## config.mk

```make
export PLATFORM = sky130hd
export DESIGN_NAME = dpmhc_host
export DESIGN_NICKNAME = d
export VERILOG_FILES = /design/src/verilog/dpmhc_pkg.sv /design/src/verilog/dpmhc_host.sv /design/src/verilog/dpmhc_mux4.sv
export VERILOG_INCLUDE_DIRS = /design/src /design/src/verilog
export SDC_FILE = /design/constraint.sdc
export NUM_CORES = 1
export LEC_CHECK = 0
export BUFFER_PORTS_ARGS = -buffer_cell sky130_fd_sc_hd__buf_2
export CORE_MARGIN = 2
export CORE_UTILIZATION = 55
export CTS_CLUSTER_SIZE = 8
export DETAILED_ROUTE_END_ITERATION = 8
export PLACE_DENSITY_LB_ADDON = 0.25
export SYNTH_ARGS = -nofsm -noshare
export SYNTH_HDL_FRONTEND = slang
export SYNTH_SLANG_ARGS = --single-unit
```

## constraint.sdc

```tcl
create_clock -name mclk_i -period 4.6 [get_ports mclk_i]
set_input_delay 0.46 -clock mclk_i [delete_from_list [all_inputs] [get_ports mclk_i]]
set_output_delay 0.46 -clock mclk_i [all_outputs]
set_load 0.01 [all_outputs]
```

## src/verilog/dpmhc_consts.svh

```systemverilog
`ifndef DPMHC_CONSTS_SVH
`define DPMHC_CONSTS_SVH

// Bus clock timing, in ns, and derived cycle counts at 40 MHz
`define DPMHC_CLK_PERIOD_NS   25
`define DPMHC_T_ADDR_NS       50
`define DPMHC_T_ADDR_CYC \
    ((`DPMHC_T_ADDR_NS + `DPMHC_CLK_PERIOD_NS - 1) / `DPMHC_CLK_PERIOD_NS)
`define DPMHC_T_STROBE_NS     100
`define DPMHC_T_STROBE_CYC \
    ((`DPMHC_T_STROBE_NS + `DPMHC_CLK_PERIOD_NS - 1) / `DPMHC_CLK_PERIOD_NS)
`define DPMHC_T_RECOVER_NS    50
`define DPMHC_T_RECOVER_CYC \
    ((`DPMHC_T_RECOVER_NS + `DPMHC_CLK_PERIOD_NS - 1) / `DPMHC_CLK_PERIOD_NS)

// Field widths
`define DPMHC_BYTE_W          8
`define DPMHC_MUX_HALF_W      4
`define DPMHC_CNT_W           4

// Reset levels
`define DPMHC_STROBE_IDLE     1'b1
`define DPMHC_BYTE_ZERO       8'h00

`endif

```

## src/verilog/dpmhc_pkg.sv

```systemverilog
package dpmhc_pkg;

    typedef enum logic [5:0] {
        DPMHC_IDLE    = 6'b000001,
        DPMHC_ADDR    = 6'b000010,
        DPMHC_SELECT  = 6'b000100,
        DPMHC_STROBE  = 6'b001000,
        DPMHC_RELEASE = 6'b010000,
        DPMHC_RECOVER = 6'b100000
    } dpmhc_state_e;

    typedef logic [7:0] dpmhc_byte_t;

endpackage : dpmhc_pkg
```

## src/verilog/dpmhc_host.sv

```systemverilog
`timescale 1ns/10ps
`include "dpmhc_consts.svh"

// ----------------------------------------------------------------------
// Host controller for one port of a muxed-bus dual-port RAM
// ----------------------------------------------------------------------
module dpmhc_host (
    input  wire logic        mclk_i,
    input  wire logic        nrst_i,
    input  wire logic        req_i,
    input  wire logic        write_i,
    input  wire logic [7:0]  addr_i,
    input  wire logic [7:0]  wdata_i,
    output logic             busy_o,
    output logic             done_o,
    output logic [7:0]       rdata_o,
    input  wire logic [7:0]  muxed_bus_lines_i,
    output logic [7:0]       muxed_bus_lines_o,
    output logic             muxed_bus_lines_oe_o,
    output logic             port_sel_n_o,
    output logic             out_en_n_o,
    output logic             wr_strobe_n_o
);

    // ------------------------------------------------------------------
    // Input synchronisers and request capture
    // ------------------------------------------------------------------
    logic [7:0]             bus_s1_q;
    logic [7:0]             bus_s2_q;
    dpmhc_pkg::dpmhc_state_e state_q;
    dpmhc_pkg::dpmhc_state_e state_d;
    logic [3:0]             cnt_q;
    logic [3:0]             cnt_d;
    logic                   wr_q;
    logic                   wr_d;
    logic [7:0]             addr_q;
    logic [7:0]             addr_d;
    logic [7:0]             wdat_q;
    logic [7:0]             wdat_d;
    logic                   phase_data_q;
    logic                   phase_data_d;
    logic                   oe_q;
    logic                   oe_d;
    logic                   sel_n_q;
    logic                   sel_n_d;
    logic                   ren_n_q;
    logic                   ren_n_d;
    logic                   wen_n_q;
    logic                   wen_n_d;
    logic                   busy_q;
    logic                   busy_d;
    logic                   done_q;
    logic                   done_d;
    logic [7:0]             rdata_q;
    logic [7:0]             rdata_d;

    function automatic logic [3:0] load_count(input logic [3:0] n);
        load_count = (n > 4'h1) ? (n - 4'h1) : 4'h0;
    endfunction : load_count

    always_ff @(posedge mclk_i) begin
        if (!nrst_i) begin
            bus_s1_q <= `DPMHC_BYTE_ZERO;
            bus_s2_q <= `DPMHC_BYTE_ZERO;
        end else begin
            bus_s1_q <= muxed_bus_lines_i;
            bus_s2_q <= bus_s1_q;
        end
    end

    // ------------------------------------------------------------------
    // Sequencer
    // ------------------------------------------------------------------
    // Strobes are sequenced so select falls while the address is stable,
    // and the bus is released on the same edge that output enable falls.
    always_comb begin
        state_d      = state_q;
        cnt_d        = cnt_q;
        wr_d         = wr_q;
        addr_d       = addr_q;
        wdat_d       = wdat_q;
        phase_data_d = phase_data_q;
        oe_d         = oe_q;
        sel_n_d      = sel_n_q;
        ren_n_d      = ren_n_q;
        wen_n_d      = wen_n_q;
        busy_d       = busy_q;
        done_d       = 1'b0;
        rdata_d      = rdata_q;
        unique case (state_q)
            dpmhc_pkg::DPMHC_IDLE: begin
                if (req_i) begin
                    wr_d         = write_i;
                    // Address passes through whole: write ownership and the
                    // status byte stay a convention of the master's software
                    addr_d       = addr_i;
                    wdat_d       = wdata_i;
                    phase_data_d = 1'b0;
                    oe_d         = 1'b1;
                    busy_d       = 1'b1;
                    cnt_d        = load_count(4'(`DPMHC_T_ADDR_CYC));
                    state_d      = dpmhc_pkg::DPMHC_ADDR;
                end
            end
            dpmhc_pkg::DPMHC_ADDR: begin
                if (cnt_q != 4'h0) begin
                    cnt_d = cnt_q - 4'h1;
                end else begin
                    sel_n_d      = 1'b0;
                    phase_data_d = 1'b1;
                    state_d = dpmhc_pkg::DPMHC_SELECT;
                end
            end
            dpmhc_pkg::DPMHC_SELECT: begin
                cnt_d        = load_count(4'(`DPMHC_T_STROBE_CYC));
                if (wr_q) begin
                    wen_n_d = 1'b0;
                end else begin
                    oe_d    = 1'b0;
                    ren_n_d = 1'b0;
                end
                state_d = dpmhc_pkg::DPMHC_STROBE;
            end
            dpmhc_pkg::DPMHC_STROBE: begin
                if (cnt_q != 4'h0) begin
                    cnt_d = cnt_q - 4'h1;
                end else begin
                    ren_n_d = 1'b1;
                    wen_n_d = 1'b1;
                    if (!wr_q) begin
                        rdata_d = bus_s2_q;
                    end
                    state_d = dpmhc_pkg::DPMHC_RELEASE;
                end
            end
            dpmhc_pkg::DPMHC_RELEASE: begin
                sel_n_d = 1'b1;
                oe_d    = 1'b0;
                cnt_d   = load_count(4'(`DPMHC_T_RECOVER_CYC));
                state_d = dpmhc_pkg::DPMHC_RECOVER;
            end
            dpmhc_pkg::DPMHC_RECOVER: begin
                if (cnt_q != 4'h0) begin
                    cnt_d = cnt_q - 4'h1;
                end else begin
                    busy_d  = 1'b0;
                    done_d  = 1'b1;
                    state_d = dpmhc_pkg::DPMHC_IDLE;
                end
            end
            default: begin
                state_d = dpmhc_pkg::DPMHC_IDLE;
                sel_n_d = 1'b1;
                ren_n_d = 1'b1;
                wen_n_d = 1'b1;
                oe_d    = 1'b0;
                busy_d  = 1'b0;
            end
        endcase
    end

    always_ff @(posedge mclk_i) begin
        if (!nrst_i) begin
            state_q      <= dpmhc_pkg::DPMHC_IDLE;
            cnt_q        <= 4'h0;
            wr_q         <= 1'b0;
            addr_q       <= `DPMHC_BYTE_ZERO;
            wdat_q       <= `DPMHC_BYTE_ZERO;
            phase_data_q <= 1'b0;
            oe_q         <= 1'b0;
            sel_n_q      <= `DPMHC_STROBE_IDLE;
            ren_n_q      <= `DPMHC_STROBE_IDLE;
            wen_n_q      <= `DPMHC_STROBE_IDLE;
            busy_q       <= 1'b0;
            done_q       <= 1'b0;
            rdata_q      <= `DPMHC_BYTE_ZERO;
        end else begin
            state_q      <= state_d;
            cnt_q        <= cnt_d;
            wr_q         <= wr_d;
            addr_q       <= addr_d;
            wdat_q       <= wdat_d;
            phase_data_q <= phase_data_d;
            oe_q         <= oe_d;
            sel_n_q      <= sel_n_d;
            ren_n_q      <= ren_n_d;
            wen_n_q      <= wen_n_d;
            busy_q       <= busy_d;
            done_q       <= done_d;
            rdata_q      <= rdata_d;
        end
    end

    // ------------------------------------------------------------------
    // Address/data selectors
    // ------------------------------------------------------------------
    // Registered selectors add one cycle, so the phase flips a cycle
    // ahead of the strobe that samples the data half.
    dpmhc_mux4 u_mux_lo (
        .mclk_i     (mclk_i),
        .nrst_i     (nrst_i),
        .sel_data_i (phase_data_q),
        .addr_i     (addr_q[3:0]),
        .data_i     (wdat_q[3:0]),
        .out_o      (muxed_bus_lines_o[3:0])
    );

    dpmhc_mux4 u_mux_hi (
        .mclk_i     (mclk_i),
        .nrst_i     (nrst_i),
        .sel_data_i (phase_data_q),
        .addr_i     (addr_q[7:4]),
        .data_i     (wdat_q[7:4]),
        .out_o      (muxed_bus_lines_o[7:4])
    );

    assign muxed_bus_lines_oe_o = oe_q;
    assign port_sel_n_o         = sel_n_q;
    assign out_en_n_o           = ren_n_q;
    assign wr_strobe_n_o        = wen_n_q;
    assign busy_o               = busy_q;
    assign done_o               = done_q;
    assign rdata_o              = rdata_q;

endmodule : dpmhc_host

```

## src/verilog/dpmhc_mux4.sv

```systemverilog
`timescale 1ns/10ps
`include "dpmhc_consts.svh"

// Registered 2-input selector for one 4-bit half of the shared lines
module dpmhc_mux4 (
    input  wire logic       mclk_i,
    input  wire logic       nrst_i,
    input  wire logic       sel_data_i,
    input  wire logic [3:0] addr_i,
    input  wire logic [3:0] data_i,
    output logic      [3:0] out_o
);

    logic [3:0] out_d;
    logic [3:0] out_q;

    always_comb begin
        out_d = sel_data_i ? data_i : addr_i;
    end

    always_ff @(posedge mclk_i) begin
        if (!nrst_i) begin
            out_q <= 4'h0;
        end else begin
            out_q <= out_d;
        end
    end

    assign out_o = out_q;

endmodule : dpmhc_mux4

```

==> key figures, run 1 <==
Global route
  – All-Layer GR Usage: 0.204
  – Initial antenna violation count: 0
  – Vias in the first global route: 1841
  – First-pass GRT wire length: 8.30 mm
  – Gr ovfl total: 0
  – Largest net degree at the start of global routing: 30

Clock network
  – CTS root buffer: clkbuf_8
  – CTS Hold Bufs: 0
  – Cts bufs inserted: 9
  – Setup Buffers After CTS: 0
  – PostCTS Resize Cnt: 0
  – Clock slew seen by the registers of the worst setup and hold paths: 70 ps
  – Clk sinks: 66
  – Clk buf depth: 2
  – Htree depth: 3
  – Worst-Skew Late Latency: 330 ps
  – CTS tree: built

Place
  – Placed Area: 0.00282 mm2
  – Routability cong.: 0.994
  – IO Port Bufs: 49
  – DP HPWL: 3.38 mm

Finish
  – Nets: 353
  – Final std cell area, no fill: 0.00308 mm2
  – Diodes inserted: 0
  – Layout cells sized above 1: 0.225
  – Layout Area Growth over Synthesis: 18.4%

Power and ir drop
  – Total power: 1.40 mW
  – Pwr/cell area: 455 mW/mm2
  – Leak Pwr: 1.35 nW
  – VDD IR max: 0.219 mV

Timing
  – Setup TNS: 0 ps
  – Final Cycle Share: 0.541
  – Setup-failing EPs final: 0
  – Minimum clock period: 2490 ps
  – Hold WS: 331 ps
  – Skew final: 5.90 ps
  – RSZ-0062 raised after global routing: false
  – Final Hold Fails: 0
  – Max Slew Vio Count: 0
  – Worst relative slew slack: 0.452
  – Worst Max-Slew Pin Slew: 819 ps
  – Fmax: 402 MHz

Critical path
  – Crit-path max FO: 20
  – Critical path's largest stage delay: 750 ps
  – Critical Path End Type: flip-flop
  – CP bufs+invs: 0
  – CP top delay family: simple AND/OR/NAND/NOR gates
  – Cells along the critical path: nor2_1, nand4_1, and4_1, o31ai_1, a21oi_1
  – CP max-delay cell: nand4_1
  – Kind of critical path: reg -> reg
  – Worst EP arrival: 2700 ps
  – CP Launch Type: flip-flop
  – Worst EP required: 4810 ps

Synth
  – Yosys reg bits: 66
  – Syn_nets: 310
  – Most area-consuming cells after synthesis: dfxtp_1 (51%), mux2i_1 (6.9%), nand2_1 (5.9%)
  – Number of distinct library cells after synthesis: 48
  – Syn. warnings: 0
  – Yosys top cell area share: 0.508
  – Area leader, netlist: dfxtp_1
  – Most frequent cell after synthesis: dfxtp_1
  – Main synth FF type: dfxtp_1
  – Post-synth EDFFs: 0
  – Synth top cells by count: dfxtp_1 (66), nand2_1 (41), nor2_1 (28)
  – Post-Syn Instances: 281
  – Syn Area/Cell: 9.26 um2
  – Mapped Area: 0.00260 mm2
  – Register area share after synthesis: 0.508
  – Synth async-reset ratio: 0

Route
  – DR vias: 2034
  – Average routed wire per standard cell: 13.4 um
  – Final ANT Viol Nets: 0
  – Vias per cell: 5.31
  – TritonRoute pass-1 iters: 4
  – Number of remaining DRC errors: 0
  – DRT iter0 DRCs: 102
  – Drt total wl: 5.12 mm

Die
  – Row Count: 25
  – Die outline height: 72.8 um
  – Core area: 0.00463 mm2
  – IO Pins: 50
  – Die W: 72.8 um
  – Starting Density: 0.562
  – Full die area: 0.00530 mm2

Job
  – Max_cap viols: 0

Min path
  – Hold Path Class: in -> reg

Status
  – Outcome: complete, no violations
kinds of logic (layout without fill, tap and decap cells):
logic type | Yosys count | in the layout | synth area share
muxes | 18 | 18 | 0.0692
buffers and inverters | 27 | 75 | 0.0538
adders and majority gates | 1 | 1 | 0.00481
xor gates and xnor gates | 4 | 4 | 0.0135
and+or+nand+nor | 113 | 113 | 0.212
AOI/OAI and AO/OA | 52 | 52 | 0.139
DFF | 66 | 66 | 0.508
worst register-to-register path, delay by kind of cell (launching register included):
family	cells	cell delay (ps)
AOI/OAI and AO/OA	2	300
DFF	1	420
and+or+nand+nor	3	1660
path summary, 6_finish.rpt:
check | from | to | slack [ps] | cells after the start
min | muxed_bus_lines_i[5] | bus_s1_q[5] | 330 | 2
max | state_q[3] | cnt_q[1] | 2110 | 5
max reg2reg | state_q[3] | cnt_q[1] | 2110 | 5
min reg2reg | bus_s1_q[3] | bus_s2_q[3] | 440 | 1
cells in the final DEF, fill, tap and decap left out, drive strengths merged, types with 5 or more instances in the layout:
cell and count:
mux2i 18, a21oi 26, and2 17, nor3 5, nor2 29, o21ai 7
clkbuf 10, dfxtp 66, nand2 41, buf 50, inv 10
state kept, by name, indices dropped and copies added (netlist names):
signal,cells
wdat_q,8
addr_q,8
wr_strobe_n_o,1
u_mux_hi.out_o,4
phase_data_q,1
port_sel_n_o,1
state_q,6
u_mux_lo.out_o,4
rdata_o,8
busy_o,1
done_o,1
out_en_n_o,1
cnt_q,4
wr_q,1
muxed_bus_lines_oe_o,1
bus_s1_q,8
bus_s2_q,8
metrics by stage:
| stage | setup WS [ps] | utilization | cells |
|---|---|---|---|
| 2_1_floorplan | 2890 | - | 281 |
| 3_3_place_gp | 2250 | 0.608 | 367 |
| 3_5_place_dp | 2170 | 0.608 | 367 |
| 4_1_cts | 2180 | 0.666 | 383 |
| 5_1_grt | 1970 | 0.666 | 383 |
| 6_report | 2110 | 0.666 | 383 |
metal layers:
metal  track usage  share of wire
met1         0.254           0.45
met2         0.341           0.47
met3        0.0428          0.061
met4        0.0885          0.016
met5             0              0
layout make-up:
type	count	area, um2
inverter	9	33.8
clock buffer	10	128
clock inverter	6	138
multi-input combinational	188	1140
fill	369	1550
tap	54	67.6
timing repair buffer	50	253
sequential	66	1320
power by group:
group          leakage, nW  switching (mW)  internal [mW]
registers            0.540          0.0199          0.603
logic                0.682          0.0830         0.0594
clock network        0.131           0.219          0.418
No activity file was read; power rests on OpenSTA's default activity.
==> run 2: changes to the inputs <==
Settings changed: ABC_AREA from default to 1, CORE_UTILIZATION 55 to 54.
Clock period 4.6 ns to 2.5 ns, I/O delays scaled along.
==> run 2 against run 1 <==
Against the previous run: sequential share of layout area up 0.19 points; flip-flop and latch count did not move; power up 78%; clock power rose by 57%; synthesized area down 0.77%; utilization is 0.74 points lower; maximum frequency grew 38%; sequential power increased by 88%; synthesized cell count is 15% higher; highest routed layer unchanged.
==> key figures, run 2 <==
Status
  – Outcome: complete, no violations

Critical path
  – CP max-delay cell: nor3_4
  – Critical Path End Type: flip-flop
  – Worst EP arrival: 2070 ps (-630 ps)
  – Worst r2r src: cnt_q[1]
  – Crit-path most repeated cell: inv_1
  – Crit-path max FO: 16 (-20%)
  – CP Launch Type: flip-flop
  – Worst EP required: 2770 ps (-2040 ps)
  – Worst Setup SP: cnt_q[1]
  – Critical path's largest stage delay: 500 ps (-250 ps)
  – Kind of critical path: reg -> reg
  – Cells along the critical path: inv_1, ha_1, inv_1, nor2_1, nand2_2, nor3_4, o21ai_0, a21oi_1

Die
  – Die outline height: 73.2 um (+0.50%)
  – Row Count: 25 (unchanged)
  – Full die area: 0.00535 mm2 (+1.0%)
  – Starting Density: 0.554 (-0.00807)
  – IO Pins: 50 (unchanged)
  – Die W: 73.2 um (+0.50%)
  – Core area: 0.00466 mm2 (+0.68%)

Timing
  – Final Hold Fails: 0 (unchanged)
  – Max Slew Vio Count: 0 (unchanged)
  – Skew final: 6.12 ps (+0.213 ps)
  – Final Cycle Share: 0.722 (+0.181)
  – Worst relative slew slack: 0.635 (+0.183)
  – RSZ-0062 raised after global routing: false
  – Fmax: 554 MHz (+38%)
  – Worst Max-Slew Pin Slew: 545 ps (-274 ps)
  – Setup-failing EPs final: 0 (unchanged)
  – Setup TNS: 0 ps (unchanged)
  – Hold WS: 89.9 ps (-241 ps)
  – Minimum clock period: 1810 ps (-685 ps)

Synth
  – Synth async-reset ratio: 0 (unchanged)
  – Syn Area/Cell: 8.02 um2 (-13%)
  – Mapped Area: 0.00258 mm2 (-0.77%)
  – Post-Syn Instances: 322 (+15%)
  – Syn_nets: 351 (+13%)
  – Yosys reg bits: 66 (unchanged)
  – Post-synth EDFFs: 0 (unchanged)
  – Synth top cells by count: dfxtp_1 (66), nor2_1 (63), inv_1 (40), nand2_1 (40), o21ai_0 (23)
  – Yosys top cell area share: 0.512 (+0.00394)
  – Syn. warnings: 0 (unchanged)
  – Area leader, netlist: dfxtp_1
  – Main synth FF type: dfxtp_1
  – Number of distinct library cells after synthesis: 32 (-33%)
  – Most frequent cell after synthesis: dfxtp_1
  – Most area-consuming cells after synthesis: dfxtp_1 (51%), nor2_1 (9.2%), inv_1 (5.8%)
  – Register area share after synthesis: 0.512 (+0.00394)

Clock network
  – Clk buf depth: 2 (unchanged)
  – Cts bufs inserted: 9 (unchanged)
  – Clk sinks: 66 (unchanged)
  – CTS tree: built
  – Clock slew seen by the registers of the worst setup and hold paths: 70 ps (about the same)
  – CTS root buffer: clkbuf_8
  – Worst-Skew Late Latency: 340 ps (about the same)
  – PostCTS Resize Cnt: 0 (unchanged)
  – CTS Hold Bufs: 0 (unchanged)
  – Htree depth: 3 (unchanged)
  – Setup Buffers After CTS: 0 (unchanged)

Route
  – DRT iter0 DRCs: 179 (+75%)
  – Final ANT Viol Nets: 0 (unchanged)
  – Vias per cell: 4.97 (-6.4%)
  – Number of remaining DRC errors: 0 (unchanged)
  – Drt total wl: 5.04 mm (-1.7%)
  – Average routed wire per standard cell: 11.7 um (-13%)
  – DR vias: 2143 (+5.4%)
  – TritonRoute pass-1 iters: 4 (unchanged)

Global route
  – First-pass GRT wire length: 8.40 mm (+1.3%)
  – All-Layer GR Usage: 0.205 (+0.00103)
  – Gr ovfl total: 0 (unchanged)
  – Initial antenna violation count: 0 (unchanged)
  – Vias in the first global route: 1944 (+5.6%)
  – Largest net degree at the start of global routing: 35 (+17%)

Finish
  – Most common cell after layout, fill and taps aside: dfxtp_1
  – Util after Layout: 0.658 (-0.00742)
  – Diodes inserted: 0 (unchanged)
  – Nets: 401 (+14%)
  – Commonest non-fill, non-tap cells in the layout: dfxtp_1 (66), nor2_1 (63), buf_2 (49)
  – Layout cells sized above 1: 0.273 (+0.0483)
  – Layout Area Growth over Synthesis: 18.8%

Power and ir drop
  – Total power: 2.50 mW (+78%)
  – VDD IR max: 0.432 mV (+97%)
  – Pwr/cell area: 813 mW/mm2 (+79%)
  – Leak Pwr: 1.55 nW (+14%)

Min path
  – Hold Crit Start: muxed_bus_lines_i[0]
  – Hold Path Class: in -> reg

Job
  – Max_cap viols: 0 (unchanged)

Place
  – IO Port Bufs: 49 (unchanged)
  – Routability cong.: 0.933 (-6.1%)
  – DP HPWL: 3.54 mm (+4.8%)
run 2: cell types whose count changed after synthesis, sizes merged, moves of 3 or more:
cell | before | now
and2 | 17 | 0
o31ai | 4 | 0
nand2 | 41 | 47
o21ai | 7 | 35
inv | 9 | 47
nand3 | 2 | 13
nand2b | 3 | 0
a21oi | 26 | 18
mux2i | 18 | 0
buf | 12 | 6
nor2 | 29 | 71
run 2: worst max-delay path: cells and delay by family, from the launching register on:
family / cells / cell delay (ps)
flip-flops: 1 / 310
AO/OA/AOI/OAI: 2 / 280
adder cells (fa/ha/maj): 1 / 180
buffers and inverters: 2 / 160
AND/OR/NAND/NOR: 3 / 800
run 2: final cells by class:
class | count | area [um2]
inverter | 48 | 183
timing repair buffer | 50 | 253
tap | 54 | 67.6
multi-input combinational | 197 | 1020
fill | 399 | 1590
clock buffer | 10 | 138
clock inverter | 6 | 90.1
sequential | 66 | 1320
run 2: logic make-up (layout without fill, tap and decap cells):
family                     Yosys count  count (layout)  share of synthesized area
AOI/OAI and AO/OA                   55              55                      0.118
buffers and inverters               59             114                     0.0950
DFF                                 66              66                      0.512
and+or+nand+nor                    141             141                      0.270
adders and majority gates            1               1                    0.00484
run 2: final timing paths:
check / end / slack (ps) / cells after the start
max: rdata_o[4] / 690 / 8
min reg2reg: bus_s2_q[3] / 410 / 2
min: bus_s1_q[0] / 90 / 3
max reg2reg: rdata_o[4] / 690 / 8
run 2: power by group:
part	switching [mW]	internal [mW]
logic	0.214	0.115
clock network	0.411	0.590
registers	0.0388	1.13
run 2: per-stage QoR:
stage          instances  setup slack, ps  cell area (um2)
6_report             431              695             3070
2_1_floorplan        322             1030             2580
5_1_grt              431              455             3070
4_1_cts              431              692             3070
3_3_place_gp         415              843             2840
3_5_place_dp         415              721             2840
run 2: per-layer routing:
| layer | GRT usage | up-vias | share of wire |
|---|---|---|---|
| met5 | 0 | - | 0 |
| met4 | 0.123 | 0 | 0.019 |
| met3 | 0.0497 | 11 | 0.055 |
| met2 | 0.327 | 53 | 0.48 |
| met1 | 0.249 | 973 | 0.44 |
| li1 | - | 1106 | - |
==> run 3: changes to the inputs <==
Clock period 2.5 ns to 1.8 ns, I/O delays scaled along.
==> run 3 against run 2 <==
Against the previous run: sequential power up 38%; worst hold slack worse by 78 ps; via count down 0.33%; sequential share of layout area fell by 0.30 points; clock skew rose by 4.1 ps; die area unchanged; power grew 34%; highest routed layer unchanged.
==> key figures, run 3 (synthesis results as in run 2) <==
Critical path
  – CP max-delay cell: dfxtp_1
  – Critical path's largest stage delay: 330 ps (-170 ps)
  – CP bufs+invs: 3 (+1)
  – CP Launch Type: flip-flop
  – Worst EP arrival: 1890 ps (-180 ps)
  – CP top delay family: simple AND/OR/NAND/NOR gates
  – Crit-path most repeated cell: inv_1
  – Crit-path max FO: 16 (unchanged)
  – Critical Path End Type: flip-flop
  – Cells along the critical path: inv_1, ha_1, inv_1, nor2_1, nand2_2, nor3_4, buf_4, o21ai_0, a21oi_1
  – Kind of critical path: reg -> reg
  – Worst EP required: 2070 ps (-700 ps)

Die
  – Row Count: 25 (unchanged)
  – Die W: 73.2 um (unchanged)
  – Core area: 0.00466 mm2 (unchanged)
  – IO Pins: 50 (unchanged)
  – Full die area: 0.00535 mm2 (unchanged)
  – Die outline height: 73.2 um (unchanged)
  – Starting Density: 0.554 (unchanged)

Clock network
  – Clk buf depth: 2 (unchanged)
  – Worst-Skew Late Latency: 350 ps (about the same)
  – CTS tree: built
  – Clk sinks: 66 (unchanged)
  – CTS root buffer: clkbuf_8
  – Htree depth: 3 (unchanged)
  – Cts bufs inserted: 9 (unchanged)
  – Clock slew seen by the registers of the worst setup and hold paths: 70 ps (about the same)

Job
  – Max_cap viols: 0 (unchanged)

Power and ir drop
  – Leak Pwr: 1.56 nW (+1.1%)
  – Sequential share of power: 0.483 (+0.016)
  – Combinational power share: 0.144 (+0.012)
  – Switching share of power: 0.282 (+0.0163)
  – Total power: 3.35 mW (+34%)
  – Switch Pwr: 0.945 mW (+42%)
  – VDD IR max: 0.627 mV (+45%)
  – Pwr/cell area: 1080 mW/mm2 (+33%)
  – Internal Power: 2.40 mW (+31%)
  – Clock network power share: 0.373 (-0.028)

Finish
  – Layout cells sized above 1: 0.282 (+0.00877)
  – Commonest non-fill, non-tap cells in the layout: dfxtp_1 (66), nor2_1 (63), buf_2 (49)
  – Post-route insts no fill: 437 (+1.4%)
  – Diodes inserted: 0 (unchanged)
  – Final std cell area, no fill: 0.00309 mm2 (+0.69%)
  – Nets: 407 (+1.5%)
  – Most common cell after layout, fill and taps aside: dfxtp_1
  – Util after Layout: 0.663 (+0.00456)
  – Layout Area Growth over Synthesis: 19.6%

Place
  – Dpl cells: 417 (+0.48%)
  – DP HPWL: 3.27 mm (-7.6%)
  – Routability cong.: 0.992 (+6.3%)
  – Placed Area: 0.00286 mm2 (+0.53%)
  – IO Port Bufs: 49 (unchanged)

Status
  – Outcome: complete, no violations

Timing
  – Worst Max-Slew Pin Slew: 455 ps (-90.7 ps)
  – Final Cycle Share: 0.898 (+0.176)
  – Max Slew Vio Count: 0 (unchanged)
  – Skew final: 10.2 ps (+4.13 ps)
  – Final Hold Fails: 0 (unchanged)
  – Setup-failing EPs final: 0 (unchanged)
  – Setup TNS: 0 ps (unchanged)
  – Minimum clock period: 1620 ps (-189 ps)
  – Fmax: 619 MHz (+12%)
  – RSZ-0062 raised after global routing: false
  – Worst relative slew slack: 0.697 (+0.0613)

Route
  – DRT iter0 DRCs: 149 (-17%)
  – M1 WL: 2.26 mm (+0.94%)
  – Final ANT Viol Nets: 0 (unchanged)
  – TritonRoute pass-1 iters: 4 (unchanged)
  – Vias per cell: 4.89 (-1.7%)
  – Drt total wl: 4.91 mm (-2.4%)
  – Routed met3 length: 253 um (-9.0%)
  – Average routed wire per standard cell: 11.2 um (-3.8%)
  – DR vias: 2136 (-0.33%)
  – Wire length on met2: 2.32 mm (-4.4%)
  – Max layer used: met4
  – Number of remaining DRC errors: 0 (unchanged)

Global route
  – Vias in the first global route: 1913 (-1.6%)
  – Largest net degree at the start of global routing: 47 (+34%)
  – All-Layer GR Usage: 0.207 (+0.00208)
  – First-pass GRT wire length: 8.37 mm (-0.42%)
  – Initial antenna violation count: 0 (unchanged)
  – Gr ovfl total: 0 (unchanged)

Min path
  – Hold Path Class: in -> reg
-- run 3: routing by layer --
layer  GRT usage  up-vias
met5           0        -
met4       0.123        0
met3      0.0470        9
met2       0.330       48
met1       0.254      961
li1            -     1118
-- run 3: worst paths after layout --
kind	startpoint	endpoint	slack, ps	cells past startpoint
hold reg to reg	bus_s1_q[3]	bus_s2_q[3]	410	2
setup reg to reg	cnt_q[0]	rdata_o[1]	180	9
hold / removal	muxed_bus_lines_i[3]	bus_s1_q[3]	10	3
setup / recovery	cnt_q[0]	rdata_o[1]	180	9
-- run 3: area by class of cell --
type	instances	area (um2)
Timing Repair Buffer	56	300
Multi-Input combinational cell	197	1020
Inverter	48	183
Clock buffer	9	124
Sequential cell	66	1320
Tap cell	54	67.6
Clock inverter	7	77.6
Fill cell	409	1570
-- run 3: power by group through the flow --
stage,Sequential (mW),Clock [mW],Combinational (mW)
floorplan,1.66,0,0.327
global placement,1.65,0,0.443
detailed placement,1.65,0,0.456
CTS,1.62,1.27,0.460
global route,1.63,1.33,0.552
finish,1.62,1.25,0.482
-- run 3: worst min-delay path: cells and delay by family --
kind,cells,cell delay [ps]
buffers and inverters,2,110
AND/OR/NAND/NOR,1,40
-- run 3: timing repair --
action / 4_1_cts / 5_1_grt
endpoints found under the hold margin: 1 / 0
setup buffers: 0 / 3
setup endpoints to repair: 0 / 4
hold buffers: 1 / 0
gates resized for setup: 0 / 0
-- run 3: through the flow --
step	setup slack, ps	hold slack [ps]
6_report	183	12.0
3_3_place_gp	288	361
3_5_place_dp	184	364
5_1_grt	7.48	11.5
4_1_cts	167	1.29
2_1_floorplan	333	278
